===== config.mk =====
export PLATFORM = sky130hd
export DESIGN_NAME = msac_top
export DESIGN_NICKNAME = d
export VERILOG_FILES = /design/src/logic/msac_pkg.sv /design/src/logic/msac_conv_if.sv /design/src/logic/msac_converter.sv /design/src/logic/msac_top.sv
export SDC_FILE = /design/constraint.sdc
export NUM_CORES = 1
export LEC_CHECK = 0
export BUFFER_PORTS_ARGS = -buffer_cell sky130_fd_sc_hd__buf_2
export CAP_MARGIN = 25
export CORE_ASPECT_RATIO = 0.6
export CORE_MARGIN = 4
export CORE_UTILIZATION = 55
export DETAILED_ROUTE_END_ITERATION = 16
export GPL_TIMING_DRIVEN = 1
export HOLD_SLACK_MARGIN = 0.05
export PLACE_DENSITY = 0.77
export SETUP_SLACK_MARGIN = 0.1
export SLEW_MARGIN = 20
export SYNTH_ARGS = -nofsm -noshare
export SYNTH_HDL_FRONTEND = slang
export SYNTH_SLANG_ARGS = --single-unit
export TNS_END_PERCENT = 1

===== constraint.sdc =====
create_clock -name SYS_CLK_IN -period 2 [get_ports SYS_CLK_IN]
set_input_delay 0.2 -clock SYS_CLK_IN [delete_from_list [all_inputs] [get_ports SYS_CLK_IN]]
set_output_delay 0.2 -clock SYS_CLK_IN [all_outputs]
set_load 0.005 [all_outputs]

===== src/logic/msac_pkg.sv =====
// Functional notes
// - Inputs zero to three form group 0 and inputs four to seven group 1.
// - Four result registers A to D each read back a stored 16-bit result.
// - Scan selector 1 selects scan mode; group select 0 picks group 0.
// - Group 0 scan with channel bits high=1 low=0 scans inputs 0, 1 and 2.
// - Software sets mode, group, channels, then the start bit starts it.
// - A DMA access triggered by the end interrupt clears the end flag.
package msac_pkg;
    localparam logic [3:0] ADDR_CTRL = 4'h0;
    localparam logic [3:0] ADDR_RES_A = 4'h1;
    localparam logic [3:0] ADDR_RES_B = 4'h2;
    localparam logic [3:0] ADDR_RES_C = 4'h3;
    localparam logic [3:0] ADDR_RES_D = 4'h4;
    localparam logic [3:0] ADDR_IRQ_STAT = 4'h5;
    localparam logic [3:0] ADDR_IRQ_MASK = 4'h6;
    localparam int CTL_CH_LO = 0;
    localparam int CTL_CH_HI = 1;
    localparam int CTL_GROUP = 2;
    localparam int CTL_SCAN = 4;
    localparam int CTL_START = 5;
    localparam int CTL_END = 7;
    localparam logic [15:0] CTRL_RESET = 16'h0000;
    localparam int CONV_CYCLES = 16;
    typedef enum logic [1:0] {
        MS_IDLE = 2'b00,
        MS_CONV = 2'b01,
        MS_STORE = 2'b10
    } msac_state_t;
endpackage


===== src/logic/msac_conv_if.sv =====
`timescale 1ns/1ns
interface msac_conv_if;
    logic start;
    logic [2:0] chan;
    logic done;
    logic [15:0] result;
    modport ctrl (output start, output chan, input done, input result);
    modport conv (input start, input chan, output done, output result);
endinterface


===== src/logic/msac_converter.sv =====
`timescale 1ns/1ns
module msac_converter #(
    parameter int CYCLES = msac_pkg::CONV_CYCLES
) (
    input wire logic clk_in,
    input wire logic rst_n_in,
    input wire logic [7:0][15:0] samples_in,
    msac_conv_if.conv cv
);
    logic [7:0] cnt_r, cnt_nxt;
    logic busy_r, busy_nxt;
    logic done_r, done_nxt;
    logic [15:0] res_r, res_nxt;
    logic [2:0] ch_r, ch_nxt;
    assign cv.done = done_r;
    assign cv.result = res_r;
    always_comb begin
        cnt_nxt = cnt_r;
        busy_nxt = busy_r;
        done_nxt = 1'b0;
        res_nxt = res_r;
        ch_nxt = ch_r;
        if (!busy_r && cv.start) begin
            busy_nxt = 1'b1;
            cnt_nxt = 8'(CYCLES - 1);
            ch_nxt = cv.chan;
        end else if (busy_r) begin
            if (cnt_r == 8'h00) begin
                busy_nxt = 1'b0;
                done_nxt = 1'b1;
                res_nxt = samples_in[ch_r];
            end else begin
                cnt_nxt = cnt_r - 8'h01;
            end
        end
    end
    always_ff @(posedge clk_in) begin
        if (!rst_n_in) begin
            cnt_r <= 8'h00;
            busy_r <= 1'b0;
            done_r <= 1'b0;
            res_r <= 16'h0000;
            ch_r <= 3'h0;
        end else begin
            cnt_r <= cnt_nxt;
            busy_r <= busy_nxt;
            done_r <= done_nxt;
            res_r <= res_nxt;
            ch_r <= ch_nxt;
        end
    end
endmodule


===== src/logic/msac_top.sv =====
`timescale 1ns/1ns
module msac_top #(
    parameter int CYCLES = msac_pkg::CONV_CYCLES
) (
    input wire logic SYS_CLK_IN,
    input wire logic RST_N_IN,
    input wire logic [15:0] ANALOG_INPUT_ZERO_IN,
    input wire logic [15:0] ANALOG_INPUT_ONE_IN,
    input wire logic [15:0] ANALOG_INPUT_TWO_IN,
    input wire logic [15:0] ANALOG_INPUT_THREE_IN,
    input wire logic [15:0] ANALOG_INPUT_FOUR_IN,
    input wire logic [15:0] ANALOG_INPUT_FIVE_IN,
    input wire logic [15:0] ANALOG_INPUT_SIX_IN,
    input wire logic [15:0] ANALOG_INPUT_SEVEN_IN,
    input wire logic [3:0] ADDR_IN,
    input wire logic [15:0] WDATA_IN,
    input wire logic WR_IN,
    input wire logic RD_IN,
    input wire logic DMA_ACCESS_IN,
    output logic [15:0] RDATA_OUT,
    output logic CONVERSION_END_IRQ_OUT,
    output logic IRQ_OUT
);
    logic [7:0][15:0] s1_r, s2_r;
    logic [15:0] ctrl_r, ctrl_nxt;
    logic [3:0][15:0] res_r, res_nxt;
    logic stat_r, stat_nxt, mask_r, mask_nxt;
    logic [15:0] rdata_r, rdata_nxt;
    logic irq_r, irq_nxt, endirq_r, endirq_nxt;
    msac_pkg::msac_state_t st_r, st_nxt;
    logic [2:0] ch_r, ch_nxt;
    logic [1:0] slot_r, slot_nxt;
    logic start_r, start_nxt;
    logic [2:0] first_ch, last_ch;
    logic pass_end;
    msac_conv_if cv ();
    assign cv.start = start_r;
    assign cv.chan = ch_r;
    // Sampled inputs pass two flops as they come from the analog side
    always_ff @(posedge SYS_CLK_IN) begin
        if (!RST_N_IN) begin
            s1_r <= '0;
            s2_r <= '0;
        end else begin
            s1_r <= {ANALOG_INPUT_SEVEN_IN, ANALOG_INPUT_SIX_IN,
                ANALOG_INPUT_FIVE_IN, ANALOG_INPUT_FOUR_IN,
                ANALOG_INPUT_THREE_IN, ANALOG_INPUT_TWO_IN,
                ANALOG_INPUT_ONE_IN, ANALOG_INPUT_ZERO_IN};
            s2_r <= s1_r;
        end
    end
    msac_converter #(.CYCLES(CYCLES)) u_conv (
        .clk_in(SYS_CLK_IN),
        .rst_n_in(RST_N_IN),
        .samples_in(s2_r),
        .cv(cv.conv)
    );
    always_comb begin
        // group bit forms top channel bit
        first_ch = {ctrl_r[msac_pkg::CTL_GROUP], 2'b00};
        // last scanned channel from select bits
        last_ch = {ctrl_r[msac_pkg::CTL_GROUP],
            ctrl_r[msac_pkg::CTL_CH_HI], ctrl_r[msac_pkg::CTL_CH_LO]};
        // scan mode starts at group base
        if (!ctrl_r[msac_pkg::CTL_SCAN]) begin
            first_ch = last_ch;
        end
    end
    always_comb begin
        st_nxt = st_r;
        ch_nxt = ch_r;
        slot_nxt = slot_r;
        start_nxt = 1'b0;
        res_nxt = res_r;
        pass_end = 1'b0;
        case (st_r)
            msac_pkg::MS_IDLE: begin
                if (ctrl_r[msac_pkg::CTL_START]) begin
                    ch_nxt = first_ch;
                    slot_nxt = first_ch[1:0];
                    start_nxt = 1'b1;
                    st_nxt = msac_pkg::MS_CONV;
                end
            end
            msac_pkg::MS_CONV: begin
                if (cv.done) begin
                    res_nxt[slot_r] = cv.result;
                    st_nxt = msac_pkg::MS_STORE;
                end
            end
            msac_pkg::MS_STORE: begin
                // Start cleared: stop after the channel in flight
                if (!ctrl_r[msac_pkg::CTL_START]) begin
                    st_nxt = msac_pkg::MS_IDLE;
                end else if (ch_r == last_ch) begin
                    pass_end = 1'b1;
                    // Scan repeats while start stays set
                    if (ctrl_r[msac_pkg::CTL_SCAN]) begin
                        ch_nxt = first_ch;
                        slot_nxt = first_ch[1:0];
                        start_nxt = 1'b1;
                        st_nxt = msac_pkg::MS_CONV;
                    end else begin
                        st_nxt = msac_pkg::MS_IDLE;
                    end
                end else begin
                    ch_nxt = ch_r + 3'h1;
                    slot_nxt = slot_r + 2'h1;
                    start_nxt = 1'b1;
                    st_nxt = msac_pkg::MS_CONV;
                end
            end
            default: begin
                st_nxt = msac_pkg::MS_IDLE;
            end
        endcase
    end
    always_comb begin
        ctrl_nxt = ctrl_r;
        stat_nxt = stat_r;
        mask_nxt = mask_r;
        rdata_nxt = 16'h0000;
        if (WR_IN && ADDR_IN == msac_pkg::ADDR_CTRL) begin
            ctrl_nxt[6:0] = WDATA_IN[6:0];
            ctrl_nxt[15:8] = 8'h00;
            ctrl_nxt[3] = 1'b0;
            // A write can only clear the end flag, by writing zero
            if (!WDATA_IN[msac_pkg::CTL_END]) begin
                ctrl_nxt[msac_pkg::CTL_END] = 1'b0;
            end
        end
        if (WR_IN && ADDR_IN == msac_pkg::ADDR_IRQ_STAT && WDATA_IN[0]) begin
            stat_nxt = 1'b0;
        end
        if (WR_IN && ADDR_IN == msac_pkg::ADDR_IRQ_MASK) begin
            mask_nxt = WDATA_IN[0];
        end
        if (DMA_ACCESS_IN && (RD_IN || WR_IN) && endirq_r) begin
            ctrl_nxt[msac_pkg::CTL_END] = 1'b0;
        end
        if (pass_end) begin
            // pass end sets flag, set wins
            ctrl_nxt[msac_pkg::CTL_END] = 1'b1;
            stat_nxt = 1'b1;
            if (!ctrl_r[msac_pkg::CTL_SCAN]) begin
                ctrl_nxt[msac_pkg::CTL_START] = 1'b0;
            end
        end
        if (RD_IN) begin
            case (ADDR_IN)
                msac_pkg::ADDR_CTRL: rdata_nxt = ctrl_r;
                msac_pkg::ADDR_RES_A: rdata_nxt = res_r[0];
                msac_pkg::ADDR_RES_B: rdata_nxt = res_r[1];
                msac_pkg::ADDR_RES_C: rdata_nxt = res_r[2];
                msac_pkg::ADDR_RES_D: rdata_nxt = res_r[3];
                msac_pkg::ADDR_IRQ_STAT: rdata_nxt = {15'h0000, stat_r};
                msac_pkg::ADDR_IRQ_MASK: rdata_nxt = {15'h0000, mask_r};
                default: rdata_nxt = 16'h0000;
            endcase
        end
        endirq_nxt = ctrl_nxt[msac_pkg::CTL_END];
        irq_nxt = stat_nxt & mask_nxt;
    end
    always_ff @(posedge SYS_CLK_IN) begin
        if (!RST_N_IN) begin
            ctrl_r <= msac_pkg::CTRL_RESET;
            stat_r <= 1'b0;
            mask_r <= 1'b0;
            rdata_r <= 16'h0000;
            irq_r <= 1'b0;
            endirq_r <= 1'b0;
            st_r <= msac_pkg::MS_IDLE;
            ch_r <= 3'h0;
            slot_r <= 2'h0;
            start_r <= 1'b0;
            res_r <= '0;
        end else begin
            ctrl_r <= ctrl_nxt;
            stat_r <= stat_nxt;
            mask_r <= mask_nxt;
            rdata_r <= rdata_nxt;
            irq_r <= irq_nxt;
            endirq_r <= endirq_nxt;
            st_r <= st_nxt;
            ch_r <= ch_nxt;
            slot_r <= slot_nxt;
            start_r <= start_nxt;
            res_r <= res_nxt;
        end
    end
    assign RDATA_OUT = rdata_r;
    assign IRQ_OUT = irq_r;
    assign CONVERSION_END_IRQ_OUT = endirq_r;
endmodule


# Word level (Yosys, flattened, before mapping)
# Index checks and enable logic that the tools add are counted.
[classes] add_sub_neg=3 n_lt_le_gt_ge=3 n_eq_ne=14 n_mux=47 bitwise_logic=5 n_reduce_logical=24
[ops] cell="$pmux 16 s7" count=1
[ops] cell="$bwmux 64" count=1
[ops] cell="$bmux 16 s3" count=1
[ops] cell="$demux 16 s2" count=1
[ops] cell="$mux 16" count=2
[ops] cell="$mux 1" count=20
[ops] cell="$mux 2" count=9
[ops] cell="$eq 4x3->1 const B" count=3
[ops] cell="$mux 3" count=4
[ops] cell="$mux 4" count=3
[ops] cell="$reduce_and 2->1" count=5
[ops] cell="$eq 4x2->1 const B" count=2
[ops] cell="$logic_and 1x1->1" count=8
[ops] cell="$logic_not 8->1" count=1
[ops] cell="$mux 8" count=1
[ops] cell="$sub 8x1->8 const B" count=1
[ops] cell="$pmux 2 s3" count=1
[ops] cell="$pmux 3 s2" count=1
[ops] cell="$eq 4x1->1 const B" count=1
[ops] cell="$logic_not 4->1" count=1
[ops] cell="$lt 3x4->1 const B" count=1
[ops] cell="$ne 2x1->1 const B" count=2
[ops] cell="$ne 2x2->1 const B" count=2
[ops] cell="$not 1->1" count=4
[ops] cell="19 further kinds" count=20
[word_totals] register_bits=384 in_bits=153 out_inout_bits=18 elab_cells=133

# Depth between registers and ports, before layout
# Gate-level depths: netlist of the first run.
[depth] word_depth=6 depth_mapped=8 depth_no_buf=6

# Cells and area by module
# Synthesis of the first run repeated with hierarchy kept, for this count alone.
[unflattened] cells_unflattened=1167 area_unflattened_um2=12936.2
[modules_own_cells] module="msac_top" n_inst=1 cells_per_inst=1010 area_per_inst_um2=10875.4 seq_area_each_um2=7086.8
[modules_own_cells] module="msac_converter" n_inst=1 cells_per_inst=157 area_per_inst_um2=2060.7 seq_area_each_um2=580.6

# Worst setup path after synthesis of the first run
# OpenSTA, ideal clock, no wires.
[synth_path] path_kind="register to register" startpoint="register u_conv.ch_r[0]" endpoint="register u_conv.res_r[5] (netlist: u_conv.cv.result[5])" setup_ps=122 t_arrival_ps=1465 required_time_ps=1878 path_slack_ps=414 path_stages_with_launch=6 n_path_buf=2 synth_period_minus_slack_ps=1586 cell_sequence="dfxtp_1 > buf_2 > buf_2 > mux4_2 > mux2i_1 > a21oi_1"
[synth_via] elab_chain_cells=2
[synth_lines] item="from (decl)" line="msac_converter.sv:14" rtl="logic [2:0] ch_r, ch_nxt;"
[synth_lines] item="from (signal assigned)" line="msac_converter.sv:49" rtl="ch_r <= ch_nxt;"
[synth_lines] item="$bmux 16 s3" line="msac_converter.sv:31" rtl="res_nxt = samples_in[ch_r];"
[synth_lines] item="$mux 16 (not written as such)" line="msac_converter.sv:31"
[synth_lines] item="to (signal assigned)" line="msac_converter.sv:48" rtl="res_r <= res_nxt;"
[synth_lines] item="to (decl)" line="msac_converter.sv:13" rtl="logic [15:0] res_r, res_nxt;"
# Every way passes these cells. The select of a mux whose other input is x is not followed.
# A chain may end at the register's enable or synchronous reset.

# Final worst setup path of the first run
[layout_path] startpoint="register u_conv.cnt_r[0]" endpoint="register u_conv.res_r[15] (netlist: u_conv.cv.result[15])"
[layout_via] elab_chain_cells=2
[layout_lines] item="from (decl)" line="msac_converter.sv:10" rtl="logic [7:0] cnt_r, cnt_nxt;"
[layout_lines] item="from (signal assigned)" line="msac_converter.sv:45" rtl="cnt_r <= cnt_nxt;"
[layout_lines] item="$logic_not 8->1" line="msac_converter.sv:28" rtl="if (cnt_r == 8'h00) begin"
[layout_lines] item="$reduce_and 3->1 (no source line)"
# Every way passes these cells.

==> flow_summary.ini, run 1 <==
[worst_setup_path]
critPathRequiredTime_ns = 2.44
rr_worst_depth = 7
slowest_stage = dfxtp_1
endpoint = u_conv.cv.result[15]
crit_chain = inv_1 -> ha_1 -> and3b_1 -> and3_1 -> buf_6 -> o21ai_0 -> a21oi_1
start_kind = flip-flop
r2r_setup_slack_ns = 0.26
cp.arrival_ns = 2.19
slowest_delay_ns = 0.38
critPathCaptureType = flip-flop
path_max_fanout = 33
reg2reg_from = u_conv.cnt_r[0]
crit_path_start = u_conv.cnt_r[0]
reg2reg_to = u_conv.cv.result[15]
critPathKind = reg2reg

[timing]
rsz0062_at_grt = false
final.setup.tns_ns = 0
hold_viol_final = 0
fin_crit_ns = 1.74
timing.slew.headroom_pct = 65.7
fmax_mhz = 574
worstMarginPinSlew_ns = 0.501
fin_crit_sh_pct = 87.0
slew_viol_final = 0
fin_skew_ns = 0.0166
setup_violations = 0

[synthesis]
yosys.cell_types.count = 47
synth_edf_count = 0
synthArstFlopShare_pct = 0
avgSynthCellArea_um2 = 10.7
ys.flop_type = dfxtp_1
synth_fp_nets = 1354
yosysWarnings = 0
ys_ff_latch = 383
syn_area_mm2 = 0.0128
syn_inst = 1195
synth_seq_area_share_pct = 59.9

[final_layout]
nNetsFinal = 1640
fin_cells = 1815
final_area_mm2 = 0.0165
syn_to_final_growth_pct = 29.4
drive_gt1_share_pct = 18.9
final_util_pct = 73.7

[placement]
gp_congestion = 0.827
dpl.hpwl_um = 18900
place_area_mm2 = 0.0139
port_buffers = 161
dp_cells = 1614

[detailed_routing]
first_pass_iters = 5
drc_errors = 0
wl_um = 32700
vias_per_cell = 5.18
vias = 9404
drtIter0Drc = 795
post_drt_wl_per_cell_um = 18.0
final_antenna_net_count = 0

[clock_network]
worstSkewPairLatency_ns = 0.57
ctsHtreeMaxLevel = 1
cts-root-buf = clkbuf_16
cts_made_buffers = 31
cts_setup_buffers = 0
cts_buffer_depth = 3
tritoncts = done
clock_sinks = 383
path_clk_slew_ns = 0.07

[power]
vdd_drop_max_v = 0.000583
cellLeakagePower_uw = 0.00651
powerDensity_mw_per_mm2 = 945

[grt]
grt_max_degree = 156
grt_usage_pct = 25.4
grt.overflow.total = 0
grt_pass1_vias = 9656
antenna_found_initial = 1
grt_pass1_wl_um = 52200

[die]
dieHeight_um = 126
pin_count = 171
dieArea_mm2 = 0.0258
core_area_mm2 = 0.0224
rows = 42
initial_core_util_pct = 57.0
die_x_um = 205

[min_path]
hold_class = in2reg

[job]
cap_violations = 0

[run_status]
status = finished clean
-- per-layer routing --
layer | part of all wire [%] | vias to the layer above | global-route usage (%)
met5 | 0 | - | 0
li1 | - | 4546 | -
met1 | 44 | 4417 | 35.2
met2 | 46 | 373 | 40.5
met3 | 7.5 | 68 | 5.91
met4 | 2.6 | 0 | 6.61
-- state kept, by name, indices dropped and copies added, names as in the netlist, 2 cells and up --
| register | flops |
|---|---|
| RDATA_OUT | 16 |
| ch_r | 3 |
| ctrl_r | 7 |
| res_r | 64 |
| s1_r | 128 |
| s2_r | 128 |
| slot_r | 2 |
| st_r | 2 |
| u_conv.ch_r | 3 |
| u_conv.cnt_r | 8 |
| u_conv.cv.result | 16 |
-- cell usage after synthesis, drive strengths merged, types with 3 or more instances --
master | count | area, µm²
clkbuf | 52 | 195
and2 | 264 | 1650
a21oi | 113 | 566
mux2i | 18 | 180
nand2b | 6 | 37.5
nand3 | 6 | 30.0
nor3 | 6 | 45.0
buf | 25 | 125
nor2b | 5 | 31.3
dfxtp | 383 | 7670
nand2 | 158 | 593
xnor2 | 4 | 35.0
and3b | 3 | 26.3
ha | 6 | 75.1
nor3b | 3 | 22.5
mux4 | 32 | 721
o31ai | 4 | 35.0
a31oi | 9 | 56.3
a22oi | 30 | 225
o21ai | 24 | 120
inv | 10 | 37.5
nor2 | 7 | 26.3
-- cell families after synthesis --
family	synth area share [%]
flip-flops	59.9
adder cells (fa/ha/maj)	0.587
XOR/XNOR	0.411
AO/OA/AOI/OAI	8.93
multiplexers	7.04
AND/OR/NAND/NOR	20.3
buffers and inverters	2.80
-- repair_timing --
action / 4_1_cts / 5_1_grt
hold buffers: 142 / 0
gates resized for setup: 0 / 2
setup endpoints to repair: 0 / 3
hold endpoints to repair: 138 / 0
-- through the flow --
stage / hold WS (ns) / power, µW / setup slack (ns)
floorplan: 0.327 / 8390 / 0.414
global placement: 0.410 / 8650 / 0.355
detailed placement: 0.410 / 8660 / 0.258
CTS: 0.115 / 15600 / 0.220
global route: 0.208 / 16100 / 0.116
finish: 0.148 / 15600 / 0.259
-- how the worst min path moves through the flow --
stage                                       start           end  slack [ns]  depth (start not counted)
after floorplan           ANALOG_INPUT_ZERO_IN[0]       s1_r[0]        0.33                          1
after global placement    ANALOG_INPUT_SIX_IN[11]     s1_r[107]        0.41                          2
after detailed placement   ANALOG_INPUT_SIX_IN[9]     s1_r[105]        0.41                          2
after CTS                                   WR_IN        mask_r        0.12                          4
after global routing                        RD_IN  RDATA_OUT[9]        0.21                          4
final                                       WR_IN        mask_r        0.15                          4
-- cells in the final DEF, fill, tap and decap left out, types with 7 or more instances in the layout --
cell and instances:
dlygate4sd3_1 142, a31oi_1 9, clkbuf_16 31, dfxtp_1 381, o21ai_1 9, o21ai_0 15, buf_4 20, clkbuf_1 9
a21oi_1 113, a22oi_1 30, nand2_1 158, inv_1 9, bufinv_16 8, buf_2 160, nor2_1 7, and2_1 264
mux4_2 32, mux2i_1 18
-- report_power, final --
group          internal [µW]  switching (µW)  total, µW
Clock                   4130            2780       6910
Combinational            462             329        790
Sequential              7870            75.7       7940
Total                  12500            3190      15600
-- area by class of cell --
cell class	count	area, µm²
inverter	10	37.5
antenna	1	2.50
fill	1495	5890
clock buffer	46	892
multi-input combinational	725	4780
timing repair buffer	330	2510
clock inverter	12	270
sequential	383	7670
tap	308	385
-- worst max-delay path, delay by kind of cell, from the launching register on --
kind | cells | cell delay, ns
AOI/OAI and AO/OA | 2 | 0.30
buffers and inverters | 2 | 0.28
DFF | 1 | 0.38
adders and majority gates | 1 | 0.25
and+or+nand+nor | 2 | 0.41
Note: power is estimated with default switching activity, not from simulation.
==> run 2, diff against run 1 <==
--- a/config.mk
+++ b/config.mk
@@ -9,11 +9,11 @@
 export CAP_MARGIN = 25
 export CORE_ASPECT_RATIO = 0.6
 export CORE_MARGIN = 4
-export CORE_UTILIZATION = 55
+export CORE_UTILIZATION = 57
 export DETAILED_ROUTE_END_ITERATION = 16
 export GPL_TIMING_DRIVEN = 1
 export HOLD_SLACK_MARGIN = 0.05
-export PLACE_DENSITY = 0.77
+export PLACE_DENSITY = 0.79
 export SETUP_SLACK_MARGIN = 0.1
 export SLEW_MARGIN = 20
 export SYNTH_ARGS = -nofsm -noshare
==> run 2 against run 1 <==
Critical path depth stayed put. Clock skew is 0.0017 ns higher. Register-to-register slack worse by 0.04 ns. Setup slack worse by 0.038 ns. Sequential power hardly changed. Via count is 0.23% higher.
==> flow_summary.ini, run 2 (same netlist as run 1, synthesis figures left out) <==
[clock_network]
cts_buffer_depth = 3
clock_sinks = 383
worstSkewPairLatency_ns = 0.51
cts_setup_buffers = 0
cts-root-buf = clkbuf_16
tritoncts = done
cts_made_buffers = 34
ctsHtreeMaxLevel = 2
path_clk_slew_ns = 0.07

[detailed_routing]
drtIter0Drc = 841
post_drt_wl_per_cell_um = 18.5
final_antenna_net_count = 0
vias = 9426
wl_um = 33000
first_pass_iters = 5
vias_per_cell = 5.29
drc_errors = 0

[placement]
port_buffers = 161
gp_congestion = 0.826
dpl.hpwl_um = 18200
dp_slack_ns = 0.332
place_area_mm2 = 0.0139

[final_layout]
drive_gt1_share_pct = 18.9
syn_to_final_growth_pct = 27.9
nNetsFinal = 1634
final_util_pct = 74.1
seq_area_mm2 = 0.00767
mostFrequentLayoutCells = 381 x dfxtp_1, 264 x and2_1, 160 x buf_2
layout_commonest_cell = dfxtp_1
final_area_mm2 = 0.0164
reg_top3 = s1_r x128, s2_r x128, res_r x64
fill_cells = 1456
multi_input_area_mm2 = 0.00478

[timing]
setup_violations = 0
fin_crit_sh_pct = 88.9
fin_crit_ns = 1.78
setup_ws_ns = 0.221
slew_viol_final = 0
fin_skew_ns = 0.0183
hold_viol_final = 0
fmax_mhz = 562
rsz0062_at_grt = true
timing.slew.headroom_pct = 55.4
worstMarginPinSlew_ns = 0.667
final.setup.tns_ns = 0

[grt]
grt_usage_pct = 26.6
grt_pass1_wl_um = 51700
grt_pass1_vias = 9473
grt_max_degree = 137
grt.overflow.total = 0
antenna_found_initial = 1

[worst_setup_path]
start_kind = flip-flop
critPathCaptureType = flip-flop
rr_worst_depth = 7
reg2reg_from = u_conv.cnt_r[0]
path_max_fanout = 33
reg2reg_to = u_conv.cv.result[6]
critPathRequiredTime_ns = 2.39
critPathKind = reg2reg
r2r_setup_slack_ns = 0.22
cp.arrival_ns = 2.16

[power]
vdd_drop_max_v = 0.000604
p_int_uw = 12000
cellLeakagePower_uw = 0.00643
power.switching_uw = 3240
clkPwrFrac_pct = 42.6
seqPwrFrac_pct = 52.2
swShare_pct = 21.3
p_comb_share_pct = 5.2
powerDensity_mw_per_mm2 = 931

[min_path]
worst_hold_path.endpoint = ctrl_r[7]
worstHoldStart = DMA_ACCESS_IN
hold_depth = 4
hold_class = in2reg

[run_status]
status = finished clean

[die]
dieHeight_um = 124
die_x_um = 201
pin_count = 171
core_area_mm2 = 0.0221
dieArea_mm2 = 0.0250
rows = 42
initial_core_util_pct = 58.0

[job]
cap_violations = 0
## run 2: changes by cell type in the layout (fill, tap and decap cells not counted), sizes merged
cell         before  now
clkinv            2    5
clkbuf           46   45
bufinv            8    2
buf             188  183
clkinvlp          1    3
dlygate4sd3     142  138
## run 2: worst max path at each step
stage	startpoint	to	slack (ns)	cells after the start
after floorplan	u_conv.ch_r[0]	u_conv.cv.result[5]	0.41	5
after global placement	u_conv.cnt_r[0]	u_conv.cv.result[8]	0.35	7
after detailed placement	u_conv.cnt_r[0]	u_conv.cv.result[15]	0.33	7
after CTS	u_conv.cnt_r[3]	u_conv.cv.result[8]	0.27	5
after global routing	u_conv.cnt_r[0]	u_conv.cv.result[15]	0.09	7
final	u_conv.cnt_r[0]	u_conv.cv.result[6]	0.22	7
## run 2: worst max-delay path, cell delays in order, from the launching register on
cell and delay [ns]:
dfxtp_1 0.38, inv_1 0.09, ha_1 0.24, and3b_1 0.19, and3_1 0.20, buf_4 0.24, o21ai_0 0.24, a21oi_1 0.06
## run 2: final cells by class
type / instances / area share, %
inverter: 10 / 0.229
clock buffer: 45 / 5.88
timing repair buffer: 321 / 14.8
multi-input combinational: 725 / 29.2
tap: 286 / 2.19
sequential: 383 / 46.9
clock inverter: 11 / 0.803
antenna: 1 / 0.0153
## run 2: timing repair
| action | CTS | global route |
|---|---|---|
| hold buffers | 138 | 0 |
| endpoints found under the hold margin | 134 | 0 |
| resized for setup | 0 | 2 |
| setup endpoints to repair | 0 | 5 |
## run 2: power groups by stage
stage | combinational (µW) | clock [µW] | sequential [µW]
finish | 791 | 6490 | 7950
CTS | 754 | 6520 | 7940
detailed placement | 548 | 0 | 8110
global placement | 540 | 0 | 8100
floorplan | 317 | 0 | 8080
global route | 859 | 6870 | 7960
## run 2: per-stage QoR
stage / total power [µW] / hold WS (ns) / std cells
3_5_place_dp: 8660 / 0.409 / 1587
5_1_grt: 15700 / 0.0920 / 1782
3_3_place_gp: 8640 / 0.410 / 1587
4_1_cts: 15200 / 0.0791 / 1781
6_report: 15200 / 0.0948 / 1782
2_1_floorplan: 8390 / 0.327 / 1195
## run 2: metal layers
layer	global-route usage (%)	vias up	part of all wire, %
li1	-	4521	-
met1	34.6	4449	42
met2	45.5	378	48
met3	5.02	78	7.3
met4	9.09	0	3.1
met5	0	-	0
==> run 3, diff against run 2 <==
--- a/config.mk
+++ b/config.mk
@@ -7,13 +7,16 @@
 export LEC_CHECK = 0
 export BUFFER_PORTS_ARGS = -buffer_cell sky130_fd_sc_hd__buf_2
 export CAP_MARGIN = 25
+export CELL_PAD_IN_SITES_DETAIL_PLACEMENT = 0
+export CELL_PAD_IN_SITES_GLOBAL_PLACEMENT = 1
 export CORE_ASPECT_RATIO = 0.6
 export CORE_MARGIN = 4
-export CORE_UTILIZATION = 57
+export CORE_UTILIZATION = 45
 export DETAILED_ROUTE_END_ITERATION = 16
 export GPL_TIMING_DRIVEN = 1
 export HOLD_SLACK_MARGIN = 0.05
-export PLACE_DENSITY = 0.79
+export PLACE_DENSITY_LB_ADDON = 0.1
+export REMOVE_ABC_BUFFERS = 1
 export SETUP_SLACK_MARGIN = 0.1
 export SLEW_MARGIN = 20
 export SYNTH_ARGS = -nofsm -noshare
==> run 3 against run 2 <==
Combinational power decreased by 8.1%. Utilization shrank 14 points. First-iteration DRC count decreased by 38%. Critical path type unchanged.
==> flow_summary.ini, run 3 (same netlist as run 1, synthesis figures left out) <==
[grt]
antenna_found_initial = 0
grt_pass1_vias = 8770
grt.overflow.total = 0
grt_max_degree = 68
grt_pass1_wl_um = 45300
grt_usage_pct = 17.8

[worst_setup_path]
crit_family = simple AND/OR/NAND/NOR gates
crit_chain = inv_1 -> ha_1 -> and3b_1 -> and3_1 -> buf_12 -> o21ai_0 -> a21oi_1
cp.arrival_ns = 2.13
critPathCaptureType = flip-flop
reg2reg_from = u_conv.cnt_r[0]
slowest_delay_ns = 0.39
crit_path_start = u_conv.cnt_r[0]
critPathKind = reg2reg
start_kind = flip-flop
slowest_stage = dfxtp_1
critPathRequiredTime_ns = 2.40
path_max_fanout = 33
crit_buf_inv = 2

[job]
cap_violations = 0

[final_layout]
mostFrequentLayoutCells = 381 x dfxtp_1, 264 x and2_1, 160 x buf_2
fill_cells = 2344
syn_to_final_growth_pct = 30.0
fin_cells = 1879
drive_gt1_share_pct = 19.8
nNetsFinal = 1646
n_antenna_cell = 0
layout_commonest_cell = dfxtp_1
reg_top3 = s1_r x128, s2_r x128, res_r x64

[clock_network]
clock_sinks = 383
path_clk_slew_ns = 0.07
cts_setup_buffers = 0
cts-root-buf = clkbuf_16
ctsResizeCount = 0
tritoncts = done
ctsHtreeMaxLevel = 2
worstSkewPairLatency_ns = 0.53
cts_buffer_depth = 3
cts_made_buffers = 35

[detailed_routing]
wl_um = 28100
vias = 8816
post_drt_wl_per_cell_um = 15.0
vias_per_cell = 4.69
drc_errors = 0
first_pass_iters = 4
final_antenna_net_count = 0
drtIter0Drc = 518

[run_status]
status = finished clean

[timing]
fin_crit_ns = 1.73
worstMarginPinSlew_ns = 0.623
fmax_mhz = 579
hold_viol_final = 0
setup_violations = 0
slew_viol_final = 0
timing.slew.headroom_pct = 57.4
setup_ws_ns = 0.272
holdWs_ns = 0.0680
fin_crit_sh_pct = 86.4
final.setup.tns_ns = 0
fin_skew_ns = 0.0175
rsz0062_at_grt = false

[die]
rows = 47
core_area_mm2 = 0.0278
pin_count = 171
dieHeight_um = 139
die_x_um = 226
dieArea_mm2 = 0.0313
initial_core_util_pct = 46.1

[power]
cellLeakagePower_uw = 0.00653
power_uw = 15700
powerDensity_mw_per_mm2 = 945
vdd_drop_max_v = 0.000477

[placement]
dp_slack_ns = 0.324
dpl.hpwl_um = 17300
gp_congestion = 0.793
port_buffers = 161
dp_cells = 1678

[min_path]
worstHoldStart = DMA_ACCESS_IN
hold_class = in2reg
==> run 3: where the power goes <==
group | internal (µW) | switching [µW] | leakage, µW
clock network | 4210 | 2850 | 0.000593
logic | 450 | 277 | 0.00279
registers | 7870 | 56.6 | 0.00314
total | 12500 | 3190 | 0.00653
==> run 3: per-layer routing <==
| metal | routed length, µm | vias to the layer above | GRT usage (%) | part of all wire [%] |
|---|---|---|---|---|
| met1 | 14000 | 4076 | 26.0 | 50 |
| met2 | 12600 | 155 | 27.8 | 45 |
| met3 | 1160 | 28 | 3.24 | 4.1 |
| met5 | 0 | - | 0 | 0 |
| li1 | - | 4557 | - | - |
| met4 | 371 | 0 | 3.90 | 1.3 |
==> run 3: cell type report <==
class | count | area (µm²) | area share [%]
flip-flops and latches | 383 | 7670 | 46.1
multi-input cells | 725 | 4770 | 28.7
clock inverters | 19 | 270 | 1.63
inverters | 10 | 37.5 | 0.226
well taps | 367 | 459 | 2.76
repair buffers | 332 | 2470 | 14.8
clock buffers | 43 | 956 | 5.75
==> run 3: repair_timing <==
item                                   CTS  global route
hold buffers                           139             0
endpoints found under the hold margin  135             0
setup endpoints to repair                0             0
==> run 3: worst reg2reg max path, cell delays in order, from the launching register on <==
cell,delay (ns)
dfxtp_1,0.39
inv_1,0.10
ha_1,0.24
and3b_1,0.21
and3_1,0.22
buf_12,0.18
o21ai_0,0.21
a21oi_1,0.06
==> run 3: path summary, 6_finish.rpt <==
check,cells past startpoint,endpoint,slack (ns)
max,7,u_conv.cv.result[9],0.27
min,4,ctrl_r[7],0.07
max reg2reg,7,u_conv.cv.result[9],0.27
min reg2reg,1,s2_r[30],0.43
==> run 3: stage by stage <==
stage / cell area [µm²] / utilization, %
after floorplan: 12500 / -
after global placement: 14000 / 50.5
after detailed placement: 14000 / 50.5
after CTS: 16600 / 59.9
after global routing: 16600 / 59.9
final: 16600 / 59.9
